$ cat src/verilog/adc_serial_pkg.sv
// shared constants and types for the serial read-mode controller
package adc_serial_pkg;
   // ==========================================
   // word and pin layout
   localparam int WORD_BITS = 18;
   localparam int BIT_NINE_POS = 9;
   localparam logic [4:0] LAST_BIT = 5'h11;
   localparam logic [1:0] MODE_SERIAL = 2'h3;
   localparam int FIFO_DEPTH = 8;
   // ==========================================
   // serial clock timing
   localparam int CLK_PERIOD_NS = 40;
   localparam int RAC_HALF_NS = 80;
   localparam int RDC_HALF_NS = 120;
   localparam logic [3:0] RAC_HALF_CYC = 4'((RAC_HALF_NS + CLK_PERIOD_NS - 1) / CLK_PERIOD_NS);
   localparam logic [3:0] RDC_HALF_CYC = 4'((RDC_HALF_NS + CLK_PERIOD_NS - 1) / CLK_PERIOD_NS);
   // ==========================================
   // reset values
   // straps read as serial slave until synced, so no pin is driven early
   localparam logic [6:0] SYNC_RESET = 7'h71;
   localparam logic [WORD_BITS-1:0] WORD_RESET = 18'h00000;
   // ==========================================
   // transfer states
   typedef enum logic [2:0] {
      ST_IDLE = 3'h1,
      ST_SHIFT = 3'h2,
      ST_DONE = 3'h4
   } state_t;
endpackage

$ cat src/verilog/adc_serial_read_mode_ctrl.sv
// serial read-mode selection, shifter and daisy chain of the converter output port
// Overview of operation
// - parallel interface settings drive the shared pin as result bit nine
// - serial master mode takes read-during-convert pin as read mode select
// - read during convert shifts the previous result while converting
// - read during convert uses a longer serial clock period than after convert
// - read after convert shifts the current result only once conversion ends
// - serial slave mode shifts the chain input in behind the result
// - chain level reaches the serial output one result word of host clock falls later
`timescale 1ns/10ps
module adc_serial_read_mode_ctrl
   import adc_serial_pkg::*;
#(
   parameter int DEPTH = FIFO_DEPTH
) (
   // clock and reset
   input wire logic CLOCK,
   input wire logic RST_N,
   // interface and clock source straps
   input wire logic [1:0] MODE_SELECT,
   input wire logic CLOCK_SOURCE_SELECT,
   // shared pin: result bit nine or read-during-convert select
   input wire logic PARALLEL_DATA_BIT_NINE_IN,
   output logic PARALLEL_DATA_BIT_NINE_OUT,
   output logic PARALLEL_DATA_BIT_NINE_OE,
   // conversion engine
   input wire logic CONVERTING,
   input wire logic RESULT_VALID,
   output logic RESULT_READY,
   input wire logic [WORD_BITS-1:0] RESULT_DATA,
   // serial port
   input wire logic SERIAL_CHAIN_INPUT,
   input wire logic HOST_SCLK,
   input wire logic HOST_SELECT_N,
   output logic SCLK_OUT,
   output logic SCLK_OE,
   output logic SERIAL_RESULT_OUTPUT,
   output logic SERIAL_BUSY
);
   // ==========================================
   // pin synchronisers
   logic [6:0] sync1, sync2;
   logic serial, css, read_during_convert_select, chain, hsclk, hsel_n, master, slave;

   always_ff @(posedge CLOCK or negedge RST_N)
   begin
      if (!RST_N)
      begin
         sync1 <= SYNC_RESET;
         sync2 <= SYNC_RESET;
      end
      else
      begin
         sync1 <= {MODE_SELECT, CLOCK_SOURCE_SELECT, PARALLEL_DATA_BIT_NINE_IN,
                   SERIAL_CHAIN_INPUT, HOST_SCLK, HOST_SELECT_N};
         sync2 <= sync1;
      end
   end

   assign serial = (sync2[6:5] == MODE_SERIAL);
   assign css = sync2[4];
   assign read_during_convert_select = sync2[3];
   assign chain = sync2[2];
   assign hsclk = sync2[1];
   assign hsel_n = sync2[0];
   assign master = serial && !css;
   assign slave = serial && css;

   // ==========================================
   // result buffer
   logic fifo_valid, pop;
   logic [WORD_BITS-1:0] fifo_word;

   result_fifo #(
      .WIDTH(WORD_BITS),
      .DEPTH(DEPTH)
   ) u_fifo (
      .clk(CLOCK),
      .rst_n(RST_N),
      .in_valid(RESULT_VALID),
      .in_ready(RESULT_READY),
      .in_data(RESULT_DATA),
      .out_valid(fifo_valid),
      .out_ready(pop),
      .out_data(fifo_word)
   );

   // ==========================================
   // transfer control
   state_t state, next_state;
   logic [WORD_BITS-1:0] shreg, next_shreg, par_word, next_par_word;
   logic [4:0] bit_cnt, next_bit_cnt;
   logic [3:0] div_cnt, next_div_cnt, half;
   logic conv_d, hsclk_d, hsel_d, run_rdc, next_run_rdc, run_slave, next_run_slave;
   logic next_sclk, next_serial_result_output, next_bit9_out;
   logic start_master, start_slave, host_fall, conv_rise;

   always_comb
   begin
      next_state = state;
      next_shreg = shreg;
      next_par_word = par_word;
      next_bit_cnt = bit_cnt;
      next_div_cnt = div_cnt;
      next_run_rdc = run_rdc;
      next_run_slave = run_slave;
      next_sclk = SCLK_OUT;
      pop = 1'b0;
      conv_rise = CONVERTING && !conv_d;
      host_fall = hsclk_d && !hsclk;
      half = run_rdc ? RDC_HALF_CYC : RAC_HALF_CYC;
      start_master = (state == ST_IDLE) && master && fifo_valid && (read_during_convert_select ? conv_rise : !CONVERTING);
      start_slave = (state == ST_IDLE) && slave && hsel_d && !hsel_n;
      unique case (state)
         ST_IDLE:
         begin
            next_sclk = 1'b0;
            next_bit_cnt = '0;
            next_div_cnt = '0;
            if (start_master)
            begin
               pop = 1'b1;
               next_shreg = fifo_word;
               next_run_rdc = read_during_convert_select;
               next_run_slave = 1'b0;
               next_state = ST_SHIFT;
            end
            else if (start_slave)
            begin
               // empty buffer shifts zeros rather than stalling the host
               pop = fifo_valid;
               next_shreg = fifo_valid ? fifo_word : WORD_RESET;
               next_run_rdc = 1'b0;
               next_run_slave = 1'b1;
               next_state = ST_SHIFT;
            end
            else if (!serial && fifo_valid)
            begin
               pop = 1'b1;
               next_par_word = fifo_word;
            end
         end
         ST_SHIFT:
         begin
            if (run_slave)
            begin
               if (hsel_n)
                  next_state = ST_DONE;
               else if (host_fall)
                  next_shreg = {shreg[WORD_BITS-2:0], chain};
            end
            else if (div_cnt == half - 4'h1)
            begin
               next_div_cnt = '0;
               next_sclk = !SCLK_OUT;
               if (SCLK_OUT)
               begin
                  if (bit_cnt == LAST_BIT)
                     next_state = ST_DONE;
                  else
                  begin
                     next_bit_cnt = bit_cnt + 5'h01;
                     next_shreg = {shreg[WORD_BITS-2:0], 1'b0};
                  end
               end
            end
            else
               next_div_cnt = div_cnt + 4'h1;
         end
         ST_DONE:
         begin
            next_sclk = 1'b0;
            next_state = ST_IDLE;
         end
      endcase
      next_serial_result_output = (next_state == ST_SHIFT) && next_shreg[WORD_BITS-1];
      next_bit9_out = next_par_word[BIT_NINE_POS];
   end

   always_ff @(posedge CLOCK or negedge RST_N)
   begin
      if (!RST_N)
      begin
         state <= ST_IDLE;
         shreg <= WORD_RESET;
         par_word <= WORD_RESET;
         bit_cnt <= '0;
         div_cnt <= '0;
         run_rdc <= 1'b0;
         run_slave <= 1'b0;
         conv_d <= 1'b0;
         hsclk_d <= 1'b0;
         hsel_d <= 1'b1;
         SCLK_OUT <= 1'b0;
         SCLK_OE <= 1'b0;
         SERIAL_RESULT_OUTPUT <= 1'b0;
         SERIAL_BUSY <= 1'b0;
         PARALLEL_DATA_BIT_NINE_OUT <= 1'b0;
         PARALLEL_DATA_BIT_NINE_OE <= 1'b0;
      end
      else
      begin
         state <= next_state;
         shreg <= next_shreg;
         par_word <= next_par_word;
         bit_cnt <= next_bit_cnt;
         div_cnt <= next_div_cnt;
         run_rdc <= next_run_rdc;
         run_slave <= next_run_slave;
         conv_d <= CONVERTING;
         hsclk_d <= hsclk;
         hsel_d <= hsel_n;
         SCLK_OUT <= next_sclk;
         SCLK_OE <= master;
         SERIAL_RESULT_OUTPUT <= next_serial_result_output;
         SERIAL_BUSY <= (next_state != ST_IDLE);
         PARALLEL_DATA_BIT_NINE_OUT <= next_bit9_out;
         PARALLEL_DATA_BIT_NINE_OE <= !serial;
      end
   end

   // ==========================================
   // checks
   AST_BIT_NINE_OE: assert property (@(posedge CLOCK) disable iff (!RST_N)
      !serial |=> PARALLEL_DATA_BIT_NINE_OE) else $error("bit nine not driven in parallel mode");
   AST_BIT_NINE_DATA: assert property (@(posedge CLOCK) disable iff (!RST_N)
      (!serial && pop) |=> PARALLEL_DATA_BIT_NINE_OUT == $past(fifo_word[BIT_NINE_POS]))
      else $error("bit nine does not follow result");
   AST_RDC_START: assert property (@(posedge CLOCK) disable iff (!RST_N)
      (state == ST_IDLE && master && read_during_convert_select && conv_rise && fifo_valid) |=> (state == ST_SHIFT && run_rdc))
      else $error("read during convert did not start");
   AST_RDC_DURING_CONV: assert property (@(posedge CLOCK) disable iff (!RST_N)
      ($rose(state == ST_SHIFT) && !run_slave && run_rdc) |-> $past(conv_rise))
      else $error("previous result not shifted at conversion start");
   AST_RDC_PERIOD: assert property (@(posedge CLOCK) disable iff (!RST_N)
      ($rose(SCLK_OUT) && run_rdc) |-> SCLK_OUT[*3] ##1 !SCLK_OUT) else $error("read during convert sclk period");
   AST_RAC_PERIOD: assert property (@(posedge CLOCK) disable iff (!RST_N)
      ($rose(SCLK_OUT) && !run_rdc) |-> SCLK_OUT[*2] ##1 !SCLK_OUT) else $error("read after convert sclk period");
   AST_RAC_WAIT: assert property (@(posedge CLOCK) disable iff (!RST_N)
      (state == ST_IDLE && master && !read_during_convert_select && CONVERTING && !start_slave) |=> state == ST_IDLE)
      else $error("read after convert started during conversion");
   AST_CHAIN_IN: assert property (@(posedge CLOCK) disable iff (!RST_N)
      (state == ST_SHIFT && run_slave && !hsel_n && host_fall) |=> shreg[0] == $past(chain))
      else $error("chain input not taken");
   AST_CHAIN_OUT: assert property (@(posedge CLOCK) disable iff (!RST_N)
      (state == ST_SHIFT && run_slave && !hsel_n && host_fall) |=> SERIAL_RESULT_OUTPUT == $past(shreg[WORD_BITS-2]))
      else $error("serial output does not advance the chain");
   AST_SLAVE_NO_CLK: assert property (@(posedge CLOCK) disable iff (!RST_N)
      slave |=> !SCLK_OE) else $error("sclk driven in slave mode");
endmodule

$ cat src/verilog/result_fifo.sv
// result word fifo with registered input ready
`timescale 1ns/10ps
module result_fifo #(
   parameter int WIDTH = 18,
   parameter int DEPTH = 8
) (
   // clock and reset
   input wire logic clk,
   input wire logic rst_n,
   // fill side
   input wire logic in_valid,
   output logic in_ready,
   input wire logic [WIDTH-1:0] in_data,
   // drain side
   output logic out_valid,
   input wire logic out_ready,
   output logic [WIDTH-1:0] out_data
);
   localparam int AW = $clog2(DEPTH);
   localparam logic [AW:0] FULL_COUNT = (AW+1)'(DEPTH);
   localparam logic [AW-1:0] LAST_PTR = AW'(DEPTH - 1);

   logic [WIDTH-1:0] mem [DEPTH];
   logic [AW-1:0] wr_ptr, rd_ptr, next_wr_ptr, next_rd_ptr;
   logic [AW:0] count, next_count;
   logic next_in_ready, push, pop;

   // ==========================================
   // pointer and count update
   always_comb
   begin
      push = in_valid && in_ready;
      pop = out_valid && out_ready;
      next_wr_ptr = push ? ((wr_ptr == LAST_PTR) ? '0 : wr_ptr + 1'b1) : wr_ptr;
      next_rd_ptr = pop ? ((rd_ptr == LAST_PTR) ? '0 : rd_ptr + 1'b1) : rd_ptr;
      next_count = count + (AW+1)'(push) - (AW+1)'(pop);
      // ready registered so the source never sees a combinational path
      next_in_ready = (next_count != FULL_COUNT);
   end

   always_ff @(posedge clk or negedge rst_n)
   begin
      if (!rst_n)
      begin
         wr_ptr <= '0;
         rd_ptr <= '0;
         count <= '0;
         in_ready <= 1'b0;
      end
      else
      begin
         wr_ptr <= next_wr_ptr;
         rd_ptr <= next_rd_ptr;
         count <= next_count;
         in_ready <= next_in_ready;
      end
   end

   always_ff @(posedge clk)
   begin
      if (push)
         mem[wr_ptr] <= in_data;
   end

   assign out_valid = (count != '0);
   assign out_data = mem[rd_ptr];

   AST_FIFO_NO_OVERFLOW: assert property (@(posedge clk) disable iff (!rst_n)
      (count == FULL_COUNT) |-> !in_ready) else $error("fifo ready while full");
endmodule

$ cat config.mk
export PLATFORM = sky130hd
export DESIGN_NAME = adc_serial_read_mode_ctrl
export DESIGN_NICKNAME = d
export VERILOG_FILES = /design/src/verilog/adc_serial_pkg.sv /design/src/verilog/adc_serial_read_mode_ctrl.sv /design/src/verilog/result_fifo.sv
export SDC_FILE = /design/constraint.sdc
export NUM_CORES = 1
export LEC_CHECK = 0
export ABC_AREA = 1
export BUFFER_PORTS_ARGS = -buffer_cell sky130_fd_sc_hd__buf_2
export CORE_MARGIN = 3
export CORE_UTILIZATION = 55
export CTS_BUF_LIST = sky130_fd_sc_hd__clkbuf_8
export DETAILED_ROUTE_END_ITERATION = 10
export PLACE_DENSITY = 0.81
export SETUP_SLACK_MARGIN = 0.2
export SYNTH_ARGS = -nofsm -noshare
export SYNTH_HDL_FRONTEND = slang
export SYNTH_SLANG_ARGS = --single-unit
$ cat constraint.sdc
create_clock -name CLOCK -period 3.35 [get_ports CLOCK]
set_clock_uncertainty 0.2 [all_clocks]
set_input_delay 0.1675 -clock CLOCK [delete_from_list [all_inputs] [get_ports CLOCK]]
set_output_delay 0.1675 -clock CLOCK [all_outputs]
set_load 0.02 [all_outputs]
==> results.tsv, run 1 <==
stage	metric	value	unit
power_and_ir_drop	leakagePower	0.003994	µW
clock_tree	cts.sinks	210	
synth	yosysUniqueCellTypes	34	
clock_tree	cts_buffers	34	
flow_run	drv_cap	0	
layout	num-fill-cells	1036	
power_and_ir_drop	powerDensity	606.3	nW/µm²
floorplanning	std_cell_rows	44	
sta	fin_hold_ws	0.09451	ns
place	numPortBuffers	35	
grt	grt_pass1_vias	5859	
layout	final_common_cell	nand2_1	
synth	syn_nets	784	
critical_path	critPathLaunch	sync2[5]	
place	gp_congestion	0.7967	
clock_tree	cts_setup_buffers	0	
clock_tree	cts_tree	done	
layout	area_growth	16.19	%
clock_tree	htreeDepth	2	
route	wl_per_cell	17.79	µm
route	drtIter0Drc	486	
synth	synth.avg_cell_area	11.47	µm²
route	num_vias	5846	
status	status	completed	
layout	num_antenna_cells	0	
route	vias_per_cell	5.621	
sta	finalCriticalPeriod	2.978	ns
clock_tree	path_clk_slew	0.06	ns
layout	mostFrequentLayoutCells	nand2_1 (164), edfxtp_1 (144), nor2_1 (101), o21ai_0 (80), dfrtp_1 (55)	
route	first_pass_iters	5	
synth	async_reset_ff_frac	0.3143	
sta	period_share	0.8890	
critical_path	r2r-start	sync2[5]	
critical_path	timing.critical_path.fanout_max	7	
floorplanning	die_h	130.4	µm
grt	gr-total-overflow	0	
place	place_inst	950	
synth	syn_area	8511	µm²
critical_path	r2r_slack	0.37	ns
power_and_ir_drop	peakVddDrop	0.0004684	V
synth	ys_seq_elements	210	
grt	grt_pass1_wl	29.34	mm
sta	setup_tns	0	ns
layout	finalNetCount	872	
floorplanning	dieArea	17000	µm²
grt	antenna_found_initial	0	
route	wl	18.50	mm
floorplanning	die_w	130.4	µm
critical_path	endpoint_kind	flop	
critical_path	start_kind	flop	
synth	synth_warnings	0	
layout	drive_gt1_frac	0.1542	
clock_tree	clock-root-buffer	clkbuf_8	
route	ant_nets	0	
synth	synth_ff_type	edfxtp_1	
place	dp_slack	0.3018	ns
worst_hold_path	hp-class	primary input to asynchronous set/reset pin	
synth	synth-edff-count	144	
sta	slew_viol_final	0	
sta	setup_slack	0.3719	ns
critical_path	arrival	3.18	ns
grt	grt_max_degree	75	
grt	grt_usage	0.2261	
clock_tree	clk_latency	0.52	ns
sta	hold_viol_final	0	
sta	rsz0062_at_grt	no	
sta	tightest_slew	0.8457	ns
critical_path	critPathRequiredTime	3.55	ns
synth	synthCells	742	
clock_tree	cts_buffer_depth	3	
sta	fmaxAchievable	0.3358	GHz
route	route.detailed.drc	0	
layout	final_cell_count_no_fill	1040	
synth	seq_area_frac_synth	0.7036	
floorplanning	core-area	14810	µm²
floorplanning	start_util	0.5747	
sta	slew_headroom	0.4327	
critical_path	crit_type	flop to flop	
place	place_hpwl	10.49	mm
floorplanning	ios	36	
sta	setup_viol	0	
[cell families after synthesis]
group	count (synthesis)	share of synthesized area
compound gates	128	0.08277
xor+xnor	3	0.003088
fa+ha+maj	13	0.01999
buf+inv	72	0.03514
flops	210	0.7036
simple gates	316	0.1554
[path summary, 6_finish.rpt]
check | to | cells past startpoint
max | u_fifo.in_ready | 14
min | SERIAL_BUSY | 2
max reg2reg | u_fifo.in_ready | 14
min reg2reg | sync2[1] | 0
max in group asynchronous | sync1[4] | 3
min in group CLOCK | sync1[3] | 2
[power breakdown]
group          internal [µW]  switching [µW]
combinational            210             445
clock                   1210             956
sequential              3090            85.3
[critical path: stages (launching register included)]
cell and delay (ns):
dfstp_2 0.55, nand2_1 0.10, nor2_2 0.13, nand3_2 0.14, a21oi_4 0.18, nor2_1 0.06
inv_2 0.10, ha_1 0.24, inv_1 0.07, ha_1 0.18, inv_1 0.08, fa_1 0.51
inv_1 0.06, nor3_2 0.18, nand2_1 0.08
[cells in the mapped netlist, types with 2 or more instances]
master	instances	area [µm²]
o21a_1	2	15.01
inv_1	38	142.6
nand2_2	3	18.77
buf_6	2	22.52
nor2_2	3	18.77
a21oi_1	10	50.05
nand3_1	30	150.1
inv_2	4	15.01
buf_2	11	55.05
dfrtp_1	56	1401
clkbuf_1	13	48.80
dfstp_2	10	262.8
nor2_1	101	379.1
edfxtp_1	144	4324
ha_1	12	150.1
nand2_1	164	615.6
clkinv_1	2	7.510
nand2_4	2	22.52
nand3_2	4	40.04
xnor2_1	2	17.52
nor3_1	4	20.02
o21ai_0	80	400.4
o22ai_1	33	206.5
buf_1	2	7.510
[repair_timing]
| item | in CTS | in global routing |
|---|---|---|
| hold buffers | 28 | 0 |
| setup endpoints to repair | 0 | 1 |
| resized for setup | 0 | 4 |
| endpoints found under the hold margin | 192 | 0 |
[area by class of cell]
cell class | count | area, µm² | share of cell area
repair buffers | 80 | 583.1 | 0.05896
well taps | 184 | 230.2 | 0.02328
clock inverters | 20 | 102.6 | 0.01038
flip-flops and latches | 210 | 5989 | 0.6057
clock buffers | 42 | 578.1 | 0.05846
inverters | 44 | 167.7 | 0.01696
multi-input cells | 460 | 2237 | 0.2262
[state kept, by name, summed over array words and instances (netlist names), 3 cells and up]
signal         count
u_fifo.wr_ptr      3
state              3
shreg             18
sync2              7
u_fifo.count       4
bit_cnt            5
sync1              7
u_fifo.mem       144
u_fifo.rd_ptr      3
div_cnt            4
[layer usage]
metal	wire length (µm)	track usage	vias to the layer above
met5	0	0	-
met4	572	0.09861	0
met3	1360	0.05447	56
met2	9286	0.3841	241
met1	7282	0.2784	2816
li1	-	-	2733
[stage by stage]
| stage | area [µm²] | utilization | power [µW] |
|---|---|---|---|
| CTS | 9872 | 0.6666 | 6017 |
| detailed placement | 8911 | 0.6017 | 3832 |
| global placement | 8911 | 0.6017 | 3767 |
| finish | 9888 | 0.6677 | 5995 |
| floorplan | 8511 | - | 3566 |
| global route | 9888 | 0.6677 | 6243 |
(Power assumes the default switching activity.)
==> run 2: changes to the inputs <==
==> constraint.sdc (replaced) <==
create_clock -name CLOCK -period 3.35 [get_ports CLOCK]
set_clock_uncertainty 0.2 [all_clocks]
set_input_delay 0.5025 -clock CLOCK [delete_from_list [all_inputs] [get_ports CLOCK]]
set_output_delay 0.5025 -clock CLOCK [all_outputs]
set_load 0.02 [all_outputs]
==> results.tsv, run 2 (synthesis gave the netlist of run 1 again) <==
stage	metric	value	unit	change
grt	grt_pass1_vias	5786		-1.2%
layout	mostFrequentLayoutCells	nand2_1 (164), edfxtp_1 (144), nor2_1 (101), o21ai_0 (80), dfrtp_1 (55)		
route	first_pass_iters	5		unchanged
layout	area_growth	15.07	%	
grt	grt_max_degree	75		unchanged
sta	fin_hold_ws	0.03792	ns	-0.05659 ns
critical_path	crit_chain	nand3_4, inv_2, nand2_2, a21oi_1, nor2_1, inv_2, ha_1, inv_1, ha_1, inv_1, fa_1, inv_1, nor3_1, nand2_1		
power_and_ir_drop	switchingPower	1424	µW	-4.2%
power_and_ir_drop	peakVddDrop	0.0004536	V	-3.2%
sta	setup_tns	0	ns	unchanged
critical_path	crit_type	flop to flop		
clock_tree	cts_buffers	31		-8.8%
worst_hold_path	hp-start	RESULT_DATA[1]		
route	num_vias	5706		-2.4%
route	drtIter0Drc	489		+0.62%
clock_tree	htreeDepth	1		-1
floorplanning	dieArea	17000	µm²	unchanged
critical_path	start_kind	flop		
power_and_ir_drop	clockPowerShare	0.342		-0.019
floorplanning	die_w	130.4	µm	unchanged
layout	stdcell_area	9793	µm²	-0.96%
place	place_hpwl	10.13	mm	-3.4%
critical_path	r2r.worst_path.cells	14		unchanged
clock_tree	cts_buffer_depth	3		unchanged
layout	final_common_cell	nand2_1		
grt	gr-total-overflow	0		unchanged
status	status	completed		
floorplanning	die_h	130.4	µm	unchanged
critical_path	critPathRequiredTime	3.58	ns	+0.03 ns
clock_tree	clk_latency	0.55	ns	+0.03 ns
sta	fmaxAchievable	0.3325	GHz	-0.96%
sta	finalCriticalPeriod	3.007	ns	+0.02893 ns
layout	fin_util	0.6613		-0.006421
worst_hold_path	hp-class	primary input to flop		
floorplanning	start_util	0.5747		unchanged
power_and_ir_drop	seqPwrFrac	0.548		+0.018
route	wl_per_cell	17.00	µm	-4.4%
critical_path	path_common_cell	inv_1		
route	wl_met3	1.223	mm	-10%
layout	num-fill-cells	1040		+0.39%
route	vias_per_cell	5.540		-1.4%
place	placed_area	8921	µm²	+0.11%
layout	top_regs	u_fifo.mem x144, shreg x18		
power_and_ir_drop	powerDensity	591.2	nW/µm²	-2.5%
power_and_ir_drop	pwr-share-comb	0.110		about the same
power_and_ir_drop	leakagePower	0.003951	µW	-1.1%
sta	setup_viol	0		unchanged
place	gp_congestion	0.8339		+4.7%
worst_hold_path	hold_depth	1		
layout	finalNetCount	863		-1.0%
layout	drive_gt1_frac	0.1525		-0.001723
layout	multiInputGateArea	2228	µm²	-0.39%
clock_tree	clock-root-buffer	clkbuf_8		
layout	largest_reg_flops	144		unchanged
layout	num_antenna_cells	0		unchanged
worst_hold_path	holdPathEnd	u_fifo.mem[5][1]		
clock_tree	path_clk_slew	0.07	ns	about the same
grt	grt_usage	0.2132		-0.01288
clock_tree	cts.sinks	210		unchanged
grt	grt_pass1_wl	28.32	mm	-3.5%
critical_path	cp_slowest_stage_delay	0.59	ns	+0.04 ns
floorplanning	std_cell_rows	44		unchanged
route	routed.top_layer	met4		
route	route.detailed.drc	0		unchanged
layout	regMostFlops	u_fifo.mem		
critical_path	cpMaxStageDelayCell	dfstp_2		
floorplanning	ios	36		unchanged
clock_tree	cts_tree	done		
sta	period_share	0.8976		+0.008637
sta	slew_viol_final	0		unchanged
route	drt-met1-wl	6.756	mm	-7.2%
grt	antenna_found_initial	0		unchanged
route	ant_nets	0		unchanged
sta	tightest_slew	0.7423	ns	-0.1034 ns
sta	slew_headroom	0.5021		+0.06933
critical_path	r2r_slack	0.34	ns	-0.03 ns
floorplanning	core-area	14810	µm²	unchanged
layout	regArea	5989	µm²	unchanged
sta	hold_viol_final	0		unchanged
critical_path	timing.critical_path.fanout_max	7		unchanged
critical_path	endpoint_kind	flop		
place	numPortBuffers	35		unchanged
power_and_ir_drop	p_int	4366	µW	-3.2%
sta	rsz0062_at_grt	no		
power_and_ir_drop	power_switching_share	0.2459		-0.001975
flow_run	drv_cap	0		unchanged
route	routed-wl-met2	8.858	mm	-4.6%
critical_path	r2r-start	state[0]		
critical_path	reg2reg_to	u_fifo.in_ready		
route	wl	17.51	mm	-5.4%
critical_path	arrival	3.23	ns	+0.05 ns
[run 2: cell types whose count changed in the layout (fill, tap and decap cells not counted), sizes merged]
cell         change
clkinvlp         +1
clkinv           -1
buf              -2
clkbuf           -2
bufinv           -1
inv              -1
dlygate4sd3      -4
[run 2: how the worst max path moves through the flow]
stage | startpoint | endpoint | cells after the start
finish | state[0] | u_fifo.in_ready | 14
global route | state[0] | u_fifo.in_ready | 14
CTS | state[0] | u_fifo.in_ready | 14
detailed placement | state[0] | u_fifo.in_ready | 14
global placement | state[0] | u_fifo.in_ready | 14
floorplan | sync2[5] | u_fifo.in_ready | 14
[run 2: cell type report]
type / count / area share
Inverter: 44 / 0.01686
Clock inverter: 18 / 0.007794
Timing Repair Buffer: 74 / 0.05647
Clock buffer: 40 / 0.05622
Multi-Input combinational cell: 460 / 0.2275
Tap cell: 184 / 0.02351
Sequential cell: 210 / 0.6116
[run 2: repair_timing]
| action | CTS | global route |
|---|---|---|
| buffers inserted | 0 | 0 |
| setup endpoints to repair | 0 | 1 |
| resized for setup | 0 | 1 |
| endpoints found under the hold margin | 143 | 0 |
| hold buffers | 24 | 0 |
[run 2: power by group through the flow]
stage               Sequential (µW)  Clock [µW]  Combinational (µW)
finish                         3170        1980                 638
CTS                            3170        2030                 640
floorplan                      3210           0                 360
global route                   3190        2140                 700
detailed placement             3220           0                 616
global placement               3210           0                 555
[run 2: layer usage]
metal	vias up	global-route usage
met4	0	0.1004
met2	230	0.3639
met5	-	0
met3	56	0.03699
met1	2707	0.2673
li1	2713	-
[run 2: critical path, delay by kind of cell, from the launching register on]
family          cells  cell delay, ns
fa+ha+maj           3            0.92
flops               1            0.59
simple gates        5            0.57
buf+inv             5            0.40
compound gates      1            0.21
[run 2: stage by stage]
| stage | power (µW) | worst slack [ns] | instances |
|---|---|---|---|
| 2_1_floorplan | 3566 | 0.4978 | 742 |
| 3_3_place_gp | 3760 | 0.4851 | 948 |
| 3_5_place_dp | 3837 | 0.3688 | 948 |
| 4_1_cts | 5837 | 0.3502 | 1030 |
| 5_1_grt | 6029 | 0.2047 | 1030 |
| 6_report | 5790 | 0.3429 | 1030 |
